### src/gpib_dma_defs.svh
`ifndef GPIB_DMA_DEFS_SVH
`define GPIB_DMA_DEFS_SVH
// Contract
// - Registers stay accessible during DMA operation
// - Misprogrammed channel ends, faults, config code, no irq
// - Done and synchronized drives channel one line edge
// - Edge flag requests interrupt when enabled, else polled
// - Three events share the channel one line
// - Channel zero bus error sets edge, zero fault
// - Carry mode blocks requests when count is one; code also needs last byte and channel one active
// - Last carry entry asks two bytes, no finish
// - Success leaves channel zero finished, no fault
// - Config write clears sync and releases line
// - Read status two before status one
// - End flag on END or enabled EOS match
// - End flag with both enables raises interrupt
// - Software abort sets fault; host clears it
// - Output ready on talker empty, again after accept
// - Input ready on listener byte, again next byte
// - Reading status one clears its bits
// - Line events only on high-to-low edges
// - Three line sources combined by OR
// - Bus error line releases when error ends
`define CER_NONE    8'h00
`define CER_CONFIG  8'h01
`define CER_BUSERR  8'h09
`define CARRY_HOLD  16'h0001
`define FIFO_DEPTH  16
`define BYTE_W      8
`endif

### src/gpib_dma_pkg.sv
package gpib_dma_pkg;
  typedef struct packed {
    logic       finished;
    logic       fault;
    logic       edge_flag;
    logic       line_level;
    logic [7:0] error_code;
  } chan_stat_type;
  typedef struct packed {
    logic do_flag;
    logic di_flag;
    logic end_rx;
  } status_one_type;
  typedef enum logic [1:0] {
    CH_IDLE = 2'b00,
    CH_RUN  = 2'b01,
    CH_HOLD = 2'b10
  } chan_state_type;
endpackage

### src/gpib_byte_fifo.sv
module gpib_byte_fifo #(
  parameter int WIDTH = 8,
  parameter int DEPTH = 16
) (
  input  wire logic             clk,
  input  wire logic             srst,
  input  wire logic             ce,
  input  wire logic [WIDTH-1:0] in_data,
  input  wire logic             in_valid,
  output logic                  in_ready,
  output logic      [WIDTH-1:0] out_data,
  output logic                  out_valid,
  input  wire logic             out_ready
);
  localparam int AW = $clog2(DEPTH);
  logic [WIDTH-1:0] mem [DEPTH];
  logic [AW-1:0]    wr_q;
  logic [AW-1:0]    rd_q;
  logic [AW:0]      cnt_q;
  wire              push = in_valid && in_ready;
  wire              pop  = out_valid && out_ready;
  assign in_ready  = (cnt_q != (AW+1)'(DEPTH));
  assign out_valid = (cnt_q != '0);
  assign out_data  = mem[rd_q];
  always_ff @(posedge clk) begin
    if (srst) begin
      wr_q  <= '0;
      rd_q  <= '0;
      cnt_q <= '0;
    end else if (ce) begin
      if (push) begin
        mem[wr_q] <= in_data;
        wr_q      <= (wr_q == AW'(DEPTH-1)) ? '0 : wr_q + 1'b1;
      end
      if (pop)
        rd_q <= (rd_q == AW'(DEPTH-1)) ? '0 : rd_q + 1'b1;
      cnt_q <= cnt_q + (AW+1)'(push) - (AW+1)'(pop);
    end
  end
endmodule

### src/gpib_dma_completion_status.sv
`include "gpib_dma_defs.svh"
module gpib_dma_completion_status #(
  parameter int FIFO_DEPTH = `FIFO_DEPTH
) (
  input  wire logic                          clk,
  input  wire logic                          srst,
  input  wire logic                          ce,
  input  wire logic                          ch0_start,
  input  wire logic                          ch1_start,
  input  wire logic                          ch0_abort,
  input  wire logic                          ch1_abort,
  input  wire logic                          ch0_misconfig,
  input  wire logic                          ch1_misconfig,
  input  wire logic                          ch0_stat_clear,
  input  wire logic                          ch1_stat_clear,
  input  wire logic                          ch0_last_byte,
  input  wire logic                          carry_mode,
  input  wire logic                          channel_irq_enable,
  input  wire logic                          bus_error,
  input  wire logic                          config_write_one,
  input  wire logic                          listeners_accepted,
  input  wire logic                          ctrl_req,
  output logic                               dma_req,
  input  wire logic                          dma_ack,
  input  wire logic [15:0]                   memory_transfer_count,
  input  wire logic                          addressed_talk,
  input  wire logic                          addressed_listen,
  input  wire logic                          status_one_read,
  input  wire logic                          status_two_read,
  input  wire logic                          end_irq_enable,
  input  wire logic                          eos_ends_receive,
  input  wire logic                          eight_bit_eos_compare,
  input  wire logic [7:0]                    eos_char_reg,
  input  wire logic                          bus_byte_valid,
  input  wire logic [7:0]                    bus_byte,
  input  wire logic                          bus_end,
  output logic                               bus_byte_ready,
  input  wire logic                          rx_byte_read,
  output logic [7:0]                         rx_byte,
  output logic                               rx_byte_valid,
  input  wire logic                          tx_byte_write,
  output gpib_dma_pkg::chan_stat_type        ch0_status,
  output gpib_dma_pkg::chan_stat_type        ch1_status,
  output gpib_dma_pkg::status_one_type       gpib_status_one,
  output logic                               status_two_int,
  output logic                               irq_req,
  output logic                               peripheral_control_line
);
  import gpib_dma_pkg::*;

  //////////////////////////////////////////////////////////////////////////
  // Channel state; status ports always live, reads never stall
  chan_state_type st0_q, st1_q;
  chan_stat_type  c0_q, c1_q;
  logic           sync_q, tlc_int_q, line_q;
  logic           ch0_active, ch1_active;
  status_one_type s1_q;

  assign ch0_active = (st0_q == CH_RUN);
  assign ch1_active = (st1_q != CH_IDLE);

  // Carry gate: count of one after last byte blocks further requests
  wire carry_block = carry_mode && ch0_last_byte && ch1_active &&
                     (memory_transfer_count == `CARRY_HOLD);
  assign dma_req   = ctrl_req && !carry_block;

  // Completion: all blocks moved and listeners synchronized
  wire done_all = ch0_last_byte && listeners_accepted &&
                  (st0_q != CH_IDLE);

  // Line is low while any source holds it; OR of three sources
  wire line_low  = tlc_int_q || sync_q || bus_error;
  wire line_fall = line_q && line_low;
  assign peripheral_control_line = !line_low;

  //////////////////////////////////////////////////////////////////////////
  function automatic chan_stat_type upd(input chan_stat_type s,
                                        input logic clr,
                                        input logic fault,
                                        input logic [7:0] code);
    chan_stat_type r;
    r = s;
    if (clr) begin
      r.fault      = 1'b0;
      r.finished   = 1'b0;
      r.edge_flag  = 1'b0;
      r.error_code = `CER_NONE;
    end
    if (fault) begin
      r.fault      = 1'b1;
      r.error_code = code;
    end
    return r;
  endfunction

  wire [7:0] c0_code = ch0_misconfig ? `CER_CONFIG :
                       (bus_error && ch0_active) ? `CER_BUSERR : `CER_NONE;
  wire [7:0] c1_code = ch1_misconfig ? `CER_CONFIG :
                       (bus_error && st1_q == CH_RUN) ? `CER_BUSERR :
                       `CER_NONE;
  wire f0 = ch0_misconfig || ch0_abort ||
            (bus_error && ch0_active);
  wire f1 = ch1_misconfig || ch1_abort ||
            (bus_error && st1_q == CH_RUN && !ch0_active);

  always_ff @(posedge clk) begin
    if (srst) begin
      st0_q  <= CH_IDLE;
      st1_q  <= CH_IDLE;
      c0_q   <= '0;
      c1_q   <= '0;
      sync_q <= 1'b0;
      line_q <= 1'b1;
    end else if (ce) begin
      line_q <= !line_low;
      // Config write releases sync; a same-cycle sync still wins
      if (done_all && !sync_q)
        sync_q <= 1'b1;
      else if (config_write_one)
        sync_q <= 1'b0;
      // Channel 0 ends on fault or on completion
      if (f0)
        st0_q <= CH_IDLE;
      else if (ch0_start)
        st0_q <= CH_RUN;
      else if (done_all)
        st0_q <= CH_IDLE;
      // Channel 1 holds in carry mode until aborted, misconfigured or restarted
      if (f1)
        st1_q <= CH_IDLE;
      else if (ch1_start)
        st1_q <= CH_RUN;
      else if (carry_block)
        st1_q <= CH_HOLD;
      c0_q <= upd(c0_q, ch0_stat_clear, f0, ch0_abort ? `CER_NONE : c0_code);
      if (done_all && st0_q == CH_RUN && !f0)
        c0_q.finished <= 1'b1;
      c1_q <= upd(c1_q, ch1_stat_clear, f1, ch1_abort ? `CER_NONE : c1_code);
      if (line_fall)
        c1_q.edge_flag <= 1'b1;
      // Channel 1 never finishes in carry mode; finished stays clear
      if (!carry_mode && done_all && ch1_active && !f1)
        c1_q.finished <= 1'b1;
    end
  end

  always_comb begin
    ch0_status            = c0_q;
    ch1_status            = c1_q;
    ch0_status.line_level = 1'b1;
    ch1_status.line_level = line_q;
  end

  // No interrupt from a misconfig fault; only edge or finish
  assign irq_req = channel_irq_enable &&
                   (c1_q.edge_flag || c1_q.finished);

  //////////////////////////////////////////////////////////////////////////
  // Receive path buffered so bursts from the bus are not lost
  logic [7:0] f_data;
  logic       f_valid;
  logic       f_end;
  logic       rx_valid_q;
  logic [7:0] rx_q;
  wire        f_ready = addressed_listen && (!rx_valid_q || rx_byte_read);

  gpib_byte_fifo #(.WIDTH(9), .DEPTH(FIFO_DEPTH)) rx_fifo (
    .clk       (clk),
    .srst      (srst),
    .ce        (ce),
    .in_data   ({bus_end, bus_byte}),
    .in_valid  (bus_byte_valid),
    .in_ready  (bus_byte_ready),
    .out_data  ({f_end, f_data}),
    .out_valid (f_valid),
    .out_ready (f_ready)
  );

  wire take = f_valid && f_ready;
  // Seven-bit compare unless eight-bit compare selected
  wire eos_hit = eight_bit_eos_compare ? (f_data == eos_char_reg) :
                 (f_data[6:0] == eos_char_reg[6:0]);
  wire end_set = take && (f_end || (eos_ends_receive && eos_hit));
  logic tx_full_q, tx_empty_seen_q;

  assign rx_byte       = rx_q;
  assign rx_byte_valid = rx_valid_q;
  assign gpib_status_one = s1_q;
  assign status_two_int  = tlc_int_q;

  // Controller interrupt: end-received with its enable only
  always_ff @(posedge clk) begin
    if (srst) begin
      s1_q            <= '0;
      rx_q            <= '0;
      rx_valid_q      <= 1'b0;
      tx_full_q       <= 1'b0;
      tx_empty_seen_q <= 1'b0;
      tlc_int_q       <= 1'b0;
    end else if (ce) begin
      if (take) begin
        rx_q       <= f_data;
        rx_valid_q <= 1'b1;
      end else if (rx_byte_read)
        rx_valid_q <= 1'b0;
      if (tx_byte_write)
        tx_full_q <= 1'b1;
      else if (listeners_accepted)
        tx_full_q <= 1'b0;
      tx_empty_seen_q <= addressed_talk && !tx_full_q;
      // Read clears, but a set in the same cycle wins
      s1_q.do_flag <= (s1_q.do_flag && !status_one_read) ||
        (addressed_talk && !tx_full_q && !tx_empty_seen_q) ||
        (addressed_talk && tx_full_q && listeners_accepted);
      s1_q.di_flag <= (s1_q.di_flag && !status_one_read) ||
                      (take && addressed_listen);
      s1_q.end_rx  <= (s1_q.end_rx && !status_one_read) || end_set;
      // Status-one read clears the summary too
      tlc_int_q <= (end_set && end_irq_enable) ||
                   (tlc_int_q && !status_one_read && !status_two_read);
    end
  end

  //////////////////////////////////////////////////////////////////////////
  edge_flag_a: assert property (@(posedge clk) disable iff (srst)
    ce && line_q && line_low |=> c1_q.edge_flag)
    else $error("line fall did not set edge flag");
  misc_fault_a: assert property (@(posedge clk) disable iff (srst)
    ce && ch0_misconfig |=> c0_q.fault && c0_q.error_code == `CER_CONFIG
    && st0_q == CH_IDLE)
    else $error("misconfig not faulted");
  bus_err_a: assert property (@(posedge clk) disable iff (srst)
    ce && bus_error && ch0_active && !ch1_misconfig && !ch1_abort
    |=> c0_q.fault && !c1_q.fault)
    else $error("bus error flags wrong");
  carry_gate_a: assert property (@(posedge clk) disable iff (srst)
    carry_block |-> !dma_req)
    else $error("request passed carry gate");
  cfg_release_a: assert property (@(posedge clk) disable iff (srst)
    ce && config_write_one && !done_all
    |=> !sync_q)
    else $error("line not released");
  irq_path_a: assert property (@(posedge clk) disable iff (srst)
    c1_q.edge_flag && channel_irq_enable |-> irq_req)
    else $error("edge flag gave no irq");
  end_rx_a: assert property (@(posedge clk) disable iff (srst)
    ce && end_set |=> s1_q.end_rx)
    else $error("end flag missed");
  rd_clear_a: assert property (@(posedge clk) disable iff (srst)
    ce && status_one_read && !take && !addressed_talk
    |=> !s1_q.di_flag && !s1_q.end_rx)
    else $error("status one not cleared");
endmodule

### config.mk
export PLATFORM = sky130hd
export DESIGN_NAME = gpib_dma_completion_status
export DESIGN_NICKNAME = d
export VERILOG_FILES = /design/src/gpib_dma_pkg.sv /design/src/gpib_byte_fifo.sv /design/src/gpib_dma_completion_status.sv
export VERILOG_INCLUDE_DIRS = /design/src
export SDC_FILE = /design/constraint.sdc
export NUM_CORES = 1
export LEC_CHECK = 0
export ABC_AREA = 1
export BUFFER_PORTS_ARGS = -buffer_cell sky130_fd_sc_hd__buf_2
export CELL_PAD_IN_SITES_DETAIL_PLACEMENT = 2
export CELL_PAD_IN_SITES_GLOBAL_PLACEMENT = 2
export CORE_MARGIN = 1.5
export CORE_UTILIZATION = 37
export CTS_CLUSTER_DIAMETER = 200
export DETAILED_ROUTE_END_ITERATION = 16
export GPL_TIMING_DRIVEN = 0
export PLACE_DENSITY_LB_ADDON = 0.1
export SYNTH_ARGS = -nofsm -noshare
export SYNTH_HDL_FRONTEND = slang
export SYNTH_SLANG_ARGS = --single-unit
### constraint.sdc
create_clock -name clk -period 3.2 [get_ports clk]
set_input_delay 0.48 -clock clk [delete_from_list [all_inputs] [get_ports clk]]
set_output_delay 0.48 -clock clk [all_outputs]
set_load 0.02 [all_outputs]
== Yosys cells after proc, flatten, opt, wreduce, memory -nomap -nowiden ==
Memory sizes are Yosys's and may differ from the RTL's. A register that Yosys moved wholly into a read port is not among the register bits.
Index checks and enable logic that the tools add are counted.

* Memories: 1
* Output and inout port bits: 41
* Bits in read-only memories: 0
* RAM bits: 144
* Flip-flop bits (word level): 55
* Logic and storage cells: 157
* Bits of input ports: 62
* Latch bits: 0

* $mul: 0
* Order comparisons: 0
* Shift operators: 0
* Bitwise operators: 0
* Divide/modulo/power cells: 0
* Reduce and logical (&&, ||, !) cells: 84
* Equality and inequality tests: 8
* Add/sub/neg operators: 4
* Muxes and demuxes: 38

{| class="wikitable"
|+ Memories
! memory !! depth !! width !! read ports !! clocked after Yosys merged registers in !! write ports !! line !! text
|-
| rx_fifo.mem || 16 || 9 || 1 || 1 || 1 || gpib_byte_fifo.sv:16 || <nowiki>logic [WIDTH-1:0] mem [DEPTH];</nowiki>
|}

{| class="wikitable"
|+ Operators by type and width
! cell !! count
|-
| two-way mux 4 bit || 10
|-
| logical AND 1 bit || 33
|-
| two-way mux 8 bit || 4
|-
| AND reduction 2 bit || 12
|-
| nonzero test 2 bit || 10
|-
| == test 16 x 1 -> 1 bit (second input constant) || 1
|-
| two-way mux 1 bit || 16
|-
| logical OR 1 bit || 14
|-
| logical NOT 1 bit || 12
|-
| two-way mux 2 bit || 6
|-
| adder 4 x 1 -> 4 bit (second input constant) || 2
|-
| == test 4 bit (second input constant) || 2
|-
| == test 8 bit || 1
|-
| == test 7 bit || 1
|-
| two-way mux 3 bit || 2
|-
| nonzero test 3 bit || 2
|-
| adder 5 x 1 -> 5 bit || 1
|-
| inequality test 5 bit (second input constant) || 1
|-
| nonzero test 5 bit || 1
|-
| subtractor 5 x 1 -> 5 bit || 1
|-
| == test 2 x 1 -> 1 bit (second input constant) || 2
|}

== Logic depth before layout (Yosys ltp) ==
Gate-level depths: netlist of the first run.

* Word-level depth: 8
* Gate-level depth with buffers: 18
* Depth with buffers taken out: 16

== Cells and area by module ==
Synthesis of the first run repeated with hierarchy kept, for this count alone.

* Cell total of the unflattened synthesis: 983
* Area total of the unflattened synthesis: 8,873.5 µm²

{| class="wikitable"
|+ By module, submodules not included
! module !! cells each !! area an instance (µm²) !! instances !! sequential area each (µm²)
|-
| gpib_byte_fifo || 753 || 7,324.5 || 1 || 4,664.5
|-
| gpib_dma_completion_status || 230 || 1,549.0 || 1 || 580.6
|}

== Least setup slack after synthesis of the first run ==
OpenSTA, ideal clock, no wires.

* Kind: reg2reg
* From: reg rx_fifo.cnt_q[3]
* To: reg rx_fifo.cnt_q[4]
* Data arrival time: 2,227 ps
* Library setup time: 70 ps
* Slack: 903 ps
* Path buffers: 0
* Data required time: 3,130 ps
* Stages on the path, launching flop included: 17
* Clock period less this slack: 2,297 ps
* Cell sequence: dfxtp_1 > inv_1 > ha_1 > nand4_1 > nand2_1 > inv_1 > ha_1 > inv_1 > ha_1 > inv_1 > fa_1 > o21a_1 > nand2_1 > nand2_1 > nor2_1 > o21ai_0 > a21oi_1

* Elaborated cells between the ends (all ways): 6
* Classes of those cells: add/sub (2); eq/ne (1); reduce/logical (3)

{| class="wikitable"
|+ RTL lines
! what !! line !! text
|-
| start: declaration || gpib_byte_fifo.sv:19 || <nowiki>logic [AW:0] cnt_q;</nowiki>
|-
| start signal: assignment || gpib_byte_fifo.sv:37 || <nowiki>cnt_q <= cnt_q + (AW+1)'(push) - (AW+1)'(pop);</nowiki>
|-
| nonzero test 5 bit || gpib_byte_fifo.sv:23 || <nowiki>assign out_valid = (cnt_q != '0);</nowiki>
|-
| logical AND 1 bit || gpib_byte_fifo.sv:21 || <nowiki>wire pop = out_valid && out_ready;</nowiki>
|-
| named net rx_fifo.pop || gpib_byte_fifo.sv:21 ||
|-
| subtractor 5 x 1 -> 5 bit || gpib_byte_fifo.sv:37 ||
|}

The timed path passes the listed nets, and every way through them passes these cells.
A chain may end at the register's enable or synchronous reset.

== Final worst setup path of the first run ==
* From: reg rx_fifo.cnt_q[3]
* To: mem rx_fifo.mem[10][1] (enable)

* Word-level cells in the longest chain between the ends: 6

{| class="wikitable"
|+ RTL lines
! what !! line !! text
|-
| inequality test 5 bit || gpib_byte_fifo.sv:22 || <nowiki>assign in_ready = (cnt_q != (AW+1)'(DEPTH));</nowiki>
|-
| logical AND 1 bit || gpib_byte_fifo.sv:20 || <nowiki>wire push = in_valid && in_ready;</nowiki>
|-
| two-way mux 1 bit || gpib_byte_fifo.sv:31 || <nowiki>if (push) begin</nowiki>
|-
| two-way mux 1 bit || gpib_byte_fifo.sv:30 || <nowiki>end else if (ce) begin</nowiki>
|-
| two-way mux 1 bit || gpib_byte_fifo.sv:26 || <nowiki>if (srst) begin</nowiki>
|-
| two-way mux 1 bit (not written as such) || gpib_byte_fifo.sv:32 || <nowiki>mem[wr_q] <= in_data;</nowiki>
|-
| end: declaration || gpib_byte_fifo.sv:16 ||
|}

No other way between the ends.

==> metrics.cfg, run 1 <==
[status]
outcome=complete, no violations

[yosys]
yosysWarnings=0
synth_top_cell_area_share_pct=51.2
synth_top_area_cell=edfxtp_1
netlist_area_um2=8450
avgSynthCellArea_um2=9.88
ys_types=42
synth_seq_cells=190
yosysSeqAreaShare_pct=62.1
postSynthCellCount=855
ys_top_cells_by_area=edfxtp_1 (51%), dfxtp_1 (11%), nand2_1 (9.5%), nand3_1 (4.6%), inv_1 (3.9%)

[power]
power.switching_uw=1680
swShare_pct=28.3
pwr-share-seq_pct=46.1
power.leakage_uw=0.00421
power.density_nw_per_um2=595
p_int_uw=4260
p_clk_share_pct=38.4
combPwrFrac_pct=15.5
irDropWorstVdd_v=0.000316

[detailed_routing]
met3_length_um=1000
wl_per_cell_um=22.6
routed_wl_um=28900
drt_iter0_markers=383
wl_met1_um=12500
dr.max_layer_used=met4
vias=6641
vias_per_cell=5.21
wl_met2_um=14800
drtPass1Iterations=5
drc=0
detail-route-antenna-nets=0

[placed_design]
dp_hpwl_um=20100
gp_congestion=0.774
portBuffers=85
dp_cells=1243
dpl_cell_area_um2=9360

[min_path]
hold_class=input pin to flop
hold_path_depth=2

[final_layout]
fin_nets=1051
final.fill_count=2455
final_cells=1275
drive_gt1_share_pct=19.1
seq_area_um2=5250
n_antenna_cell=0
multiInputGateArea_um2=2570
final_area_um2=9990
syn2layout_area_growth_pct=18.3

[critical_path]
cp.required_ns=3.25
r2r.worst_path.cells=9
cp-start-kind=flop
crit_family=simple AND/OR/NAND/NOR gates
critPathSlowestCell=nor2_1
crit_type=flop to flop
path_cells=inv_1, ha_1, nand4_1, nand2_1, nor2_1, inv_1, nor2_1, nand2_1, nor2_1
cp_num_buf_inv=2
cp.arrival_ns=3.14
cp_slowest_stage_delay_ns=0.95
cp_common_cell=nor2_1
cp_num_cells=9
cp-end-kind=flop
worst-path-max-fanout=9

[floorplan]
initial_utilization_pct=37.5
fp.dieArea_um2=23700
die_y_um=154
num_io_pins=103
core_region_area_um2=22500
dieWidth_um=154
rows=55

[global_route]
grt_pass1_wl_um=43300
grt_usage_pct=25.2
grt.overflow.total=0
first_global_vias=7218
antenna_found_initial=0
grt_start_max_net_pins=18

[sta]
tightest_slew_ns=1.24
grt_setup_unrepaired=yes
relSlewSlack_pct=17.3
fin_skew_ns=0.0134
fin_crit_ns=3.09
post-route-period-util_pct=96.6
hold_viol=0
fmax_mhz=323
slew_viol_final=0
setup_viol=0

[clocking]
cts_buffer_depth=2
insertion_delay_ns=0.44
postCtsSetupBuffers=0
cts_tree=yes
clkTransAtPathRegs_ns=0.08
cts_buffers=17
clock_sinks=190
htree_levels=4
cts-root-buf=clkbuf_16

[flow_run]
drv_cap=0

[final cells by class]
class | count | area share [%]
sequential | 190 | 52.5
multi-input combinational | 532 | 25.8
timing repair buffer | 91 | 4.93
clock buffer | 18 | 4.29
buffer | 52 | 3.63
tap | 285 | 3.57
inverter | 93 | 3.52
clock inverter | 14 | 1.80
[worst reg2reg max path, cell delays in order, from the launching register on]
cell	delay, ns
dfxtp_1	0.36
inv_1	0.09
ha_1	0.21
nand4_1	0.12
nand2_1	0.18
nor2_1	0.25
inv_1	0.18
nor2_1	0.19
nand2_1	0.15
nor2_1	0.95
[metrics by stage]
| step | utilization, % | hold WS [ns] | power (uW) | setup TNS, ns | worst slack (ns) |
|---|---|---|---|---|---|
| floorplan | - | 0.443 | 3370 | 0 | 0.903 |
| global placement | 41.2 | 0.452 | 3680 | -21.46 | -0.569 |
| detailed placement | 41.6 | 0.460 | 3720 | -8.13 | -0.293 |
| CTS | 44.4 | 0.226 | 5980 | 0 | 0.0124 |
| global route | 44.4 | 0.244 | 6160 | -2.14 | -0.111 |
| finish | 44.4 | 0.243 | 5940 | 0 | 0.108 |
[sequential cells by signal (all words and copies together), names as in the netlist, named ones only]
name,count
rx_byte,8
tx_full_q,1
rx_fifo.wr_q,4
st1_q,2
gpib_status_one,3
rx_byte_valid,1
tx_empty_seen_q,1
rx_fifo.rd_q,4
ch1_status,5
ch0_status,4
rx_fifo.cnt_q,5
line_q,1
rx_fifo.mem,144
sync_q,1
status_two_int,1
st0_q,1
[cell usage after synthesis (all sizes together)]
cell and instances:
o21bai 6, nand2 215, a21oi 39, a21boi 1, dfxtp 46, a31oi 1, conb 2, or2 2
o31ai 1, nor3 9, ha 11, nand3b 1, xor2 2, o21ai 42, nor4 4, fa 1
nand4 7, clkbuf 8, a21o 1, o211ai 9, clkinv 3, a211oi 1, a2bb2oi 1, o21a 4
inv 90, edfxtp 144, xnor2 1, a221oi 4, nor2 73, buf 44, nand3 81, a311oi 1
[power groups by stage]
stage | registers (uW) | logic, uW | clock network [uW]
3_5_place_dp | 2800 | 920 | 0
3_3_place_gp | 2790 | 885 | 0
2_1_floorplan | 2820 | 552 | 0
5_1_grt | 2750 | 1020 | 2390
6_report | 2740 | 919 | 2280
4_1_cts | 2740 | 931 | 2310
[cell families after synthesis]
logic type	after synthesis	synth area share [%]
AND/OR/NAND/NOR	392	19.5
flip-flops	190	62.1
adder cells (fa/ha/maj)	12	1.87
buffers and inverters	145	8.46
AO/OA/AOI/OAI	111	7.70
XOR/XNOR	3	0.311
other	2	0.0889
[path summary, 6_finish.rpt]
| check | from | end | slack (ns) |
|---|---|---|---|
| worst max-delay path | rx_fifo.cnt_q[3]$_SDFFE_PP0P_ | rx_fifo.mem[10][1]$_DFFE_PP_ | 0.11 |
| worst min-delay path | ch0_start | st0_q[0]$_SDFFE_PP0P_ | 0.24 |
| worst max register to register | rx_fifo.cnt_q[3]$_SDFFE_PP0P_ | rx_fifo.mem[10][1]$_DFFE_PP_ | 0.11 |
| worst min register to register | ch1_status[10]$_SDFFE_PP0P_ | ch1_status[10]$_SDFFE_PP0P_ | 0.47 |
[timing repair]
| item | 4_1_cts | 5_1_grt |
|---|---|---|
| setup endpoints to repair | 27 | 61 |
| gates cloned | 0 | 0 |
| hold buffers | 0 | 0 |
| gates resized for setup | 3 | 5 |
[layer usage]
metal  vias to the layer above  GRT usage, %
met4                         0          8.55
met2                       159          44.4
li1                       3087             -
met5                         -             0
met1                      3362          31.8
met3                        33          3.47
[cell usage in the layout (no fill, tap or decap), types with 2 or more instances in the layout]
cell       netlist  routed
or2_2            2       2
inv_8            0       2
clkinv_4         0       2
inv_6            0       4
clkinv_1         3       5
o21bai_1         6       6
o211ai_1         7       7
o21ai_1          7       7
nor3_2           0       4
nand2_1        213     213
o21ai_0         35      35
clkbuf_1         8       9
nand4_1          7       7
nor3_1           9       5
nand3_1         77      77
a221oi_1         4       4
buf_4           18      18
nor4_1           4       4
buf_6           11      17
inv_1           88      88
nand2_2          2       2
o21a_1           4       4
dfxtp_1         46      46
xor2_1           2       2
nor2_1          73      64
nand3_2          4       4
conb_1           2      14
ha_1            11      11
bufinv_16        0       3
buf_2           14      99
nor2_2           0       9
clkbuf_16        0      17
o211ai_2         2       2
edfxtp_1       144     144
a21oi_1         38      38
Note: power is estimated with default switching activity, not from simulation.
==> run 2: changes to the inputs <==
--- a/config.mk
+++ b/config.mk
@@ -16,6 +16,7 @@
 export DETAILED_ROUTE_END_ITERATION = 16
 export GPL_TIMING_DRIVEN = 0
 export PLACE_DENSITY_LB_ADDON = 0.1
+export REMOVE_ABC_BUFFERS = 1
 export SYNTH_ARGS = -nofsm -noshare
 export SYNTH_HDL_FRONTEND = slang
 export SYNTH_SLANG_ARGS = --single-unit
==> run 2 against run 1 <==
Against the previous run:
- register-to-register slack better by 0.18 ns
- die area unchanged
- fmax up 6.3%
- worst hold slack got worse by 0.016 ns
- first-iteration DRC count is 23% lower
- critical path depth is the same
- routed wire length decreased by 14%
- final cell count fell by 4.2%
==> metrics.cfg, run 2 (same netlist as run 1, synthesis figures left out) <==
[status]
outcome=complete, no violations  ; unchanged

[detailed_routing]
drtPass1Iterations=4  ; was 5
vias=6337  ; was 6641
drt_iter0_markers=295  ; was 383
drc=0  ; unchanged
routed_wl_um=24800  ; was 28900 um
detail-route-antenna-nets=0  ; unchanged
vias_per_cell=5.19  ; was 5.21
wl_per_cell_um=20.3  ; was 22.6 um

[min_path]
hold_class=input pin to flop  ; unchanged
hold_path_end=sync_q$_SDFFE_PP0P_  ; was st0_q[0]$_SDFFE_PP0P_
hold_path_depth=2  ; unchanged
hold_start=config_write_one  ; was ch0_start

[floorplan]
core_region_area_um2=22500  ; unchanged
initial_utilization_pct=37.5  ; unchanged
fp.dieArea_um2=23700  ; unchanged
dieWidth_um=154  ; unchanged
rows=55  ; unchanged
num_io_pins=103  ; unchanged
die_y_um=154  ; unchanged

[final_layout]
top_register=rx_fifo.mem  ; unchanged
final_common_cell=nand2_1  ; unchanged
final_util_pct=42.7  ; was 44.4%
final.fill_count=2421  ; was 2455
final_cell_mix=nand2_1 (213), edfxtp_1 (144), inv_1 (88), buf_2 (87), nand3_1 (77)  ; was nand2_1 (213), edfxtp_1 (144), buf_2 (99), inv_1 (88), nand3_1 (77)
drive_gt1_share_pct=16.8  ; was 19.1%
syn2layout_area_growth_pct=13.7  ; was 18.3%
fin_nets=998  ; was 1051
largest_reg_flops=144  ; unchanged
n_antenna_cell=0  ; unchanged

[critical_path]
regToRegStartpoint=rx_fifo.cnt_q[3]$_SDFFE_PP0P_  ; unchanged
cp.arrival_ns=2.98  ; was 3.14 ns
worst-path-max-fanout=9  ; unchanged
cp.required_ns=3.27  ; was 3.25 ns
ff2ff_setup_slack_ns=0.29  ; was 0.11 ns
crit_type=flop to flop  ; unchanged
r2r-end=rx_fifo.mem[13][5]$_DFFE_PP_  ; was rx_fifo.mem[10][1]$_DFFE_PP_
cp-start-kind=flop  ; unchanged
cp-end-kind=flop  ; unchanged
r2r.worst_path.cells=9  ; unchanged

[placed_design]
dp_hpwl_um=16100  ; was 20100 um
gp_congestion=0.746  ; was 0.774
dpl_worst_slack_ns=-0.716  ; was -0.293 ns
portBuffers=87  ; was 85

[power]
power.leakage_uw=0.00395  ; was 0.00421 uW
power_uw=5660  ; was 5940 uW
power.density_nw_per_um2=589  ; was 595 nW/um^2
irDropWorstVdd_v=0.000361  ; was 0.000316 V

[clocking]
htree_levels=4  ; unchanged
cts_buffer_depth=2  ; unchanged
cts_buffers=17  ; unchanged
insertion_delay_ns=0.45  ; was 0.44 ns
cts-root-buf=clkbuf_16  ; unchanged
clkTransAtPathRegs_ns=0.08  ; about the same
cts_tree=yes  ; unchanged
clock_sinks=190  ; unchanged

[global_route]
first_global_vias=7043  ; was 7218
grt.overflow.total=0  ; unchanged
grt_pass1_wl_um=38700  ; was 43300 um
antenna_found_initial=0  ; unchanged
grt_start_max_net_pins=69  ; was 18
grt_usage_pct=21.7  ; was 25.2%

[flow_run]
drv_cap=0  ; unchanged

[sta]
hold_viol=0  ; unchanged
fmax_mhz=344  ; was 323 MHz
relSlewSlack_pct=39.7  ; was 17.3%
post-route-period-util_pct=90.9  ; was 96.6%
grt_setup_unrepaired=no  ; was yes
setup_ws_ns=0.292  ; was 0.108 ns
fin_crit_ns=2.91  ; was 3.09 ns
tightest_slew_ns=0.900  ; was 1.24 ns
setup_viol=0  ; unchanged
slew_viol_final=0  ; unchanged
fin_skew_ns=0.0160  ; was 0.0134 ns
timing.hold.ws_ns=0.227  ; was 0.243 ns

[run 2: cell count changes in the layout (fill, tap and decap cells not counted), sizes merged]
cell / before / now
buf: 135 / 90
clkbuf: 26 / 17
inv: 96 / 101
bufinv: 3 / 0
clkinv: 7 / 5
clkinvlp: 1 / 2
[run 2: cell type report]
| type | count | area, um^2 | area share, % |
|---|---|---|---|
| repair buffers | 90 | 478 | 4.98 |
| inverters | 93 | 362 | 3.77 |
| multi-input cells | 532 | 2580 | 26.9 |
| clock buffers | 17 | 425 | 4.43 |
| flip-flops and latches | 190 | 5250 | 54.7 |
| well taps | 285 | 357 | 3.71 |
| clock inverters | 15 | 141 | 1.47 |
[run 2: where the power goes]
group | internal, uW | total (uW) | switching (uW)
logic | 251 | 772 | 521
registers | 2700 | 2790 | 81.7
clock network | 1040 | 2100 | 1060
total | 3990 | 5660 | 1660
[run 2: metal layers]
metal  track usage, %  vias up  wire, um
li1                 -     2967         -
met1             26.2     3249     10700
met2             39.8      101     12900
met3             3.86       20       801
met4             5.55        0       333
met5                0        -         0
[run 2: how the worst max path moves through the flow]
stage                                              end                     startpoint  cells past startpoint
final                     rx_fifo.mem[13][5]$_DFFE_PP_  rx_fifo.cnt_q[3]$_SDFFE_PP0P_                      9
after global routing       rx_fifo.mem[5][1]$_DFFE_PP_  rx_fifo.cnt_q[3]$_SDFFE_PP0P_                      9
after CTS                  rx_fifo.mem[0][4]$_DFFE_PP_                             ce                      7
after detailed placement   status_two_int$_SDFFE_PP0P_                           flop                     14
after global placement     status_two_int$_SDFFE_PP0P_                           flop                     14
after floorplan            status_two_int$_SDFFE_PP0P_                           flop                     14
[run 2: repair_timing]
item                                    in CTS  in global routing
hold buffers                                 0                  0
endpoints found under the setup margin     111                 90
buffers inserted                             1                  0
hold endpoints to repair                     0                  0
pin swaps                                    0                  0
gates resized for setup                     14                  6
[run 2: critical path: stages, from the launching register on]
cell and delay [ns]:
dfxtp_1 0.39, inv_1 0.10, ha_1 0.22, nand4_1 0.11
nand2_1 0.15, nor2_1 0.32, inv_1 0.21, nor2_1 0.20
nand2_1 0.19, nor2_2 0.62
[run 2: stage by stage]
stage	instance area (um^2)	setup TNS [ns]	std cells
6_report	9600	0	1222
5_1_grt	9600	0	1222
4_1_cts	9590	-2.34	1222
3_5_place_dp	8970	-66.26	1189
3_3_place_gp	8920	-84.16	1187
2_1_floorplan	8130	-0.0543	815
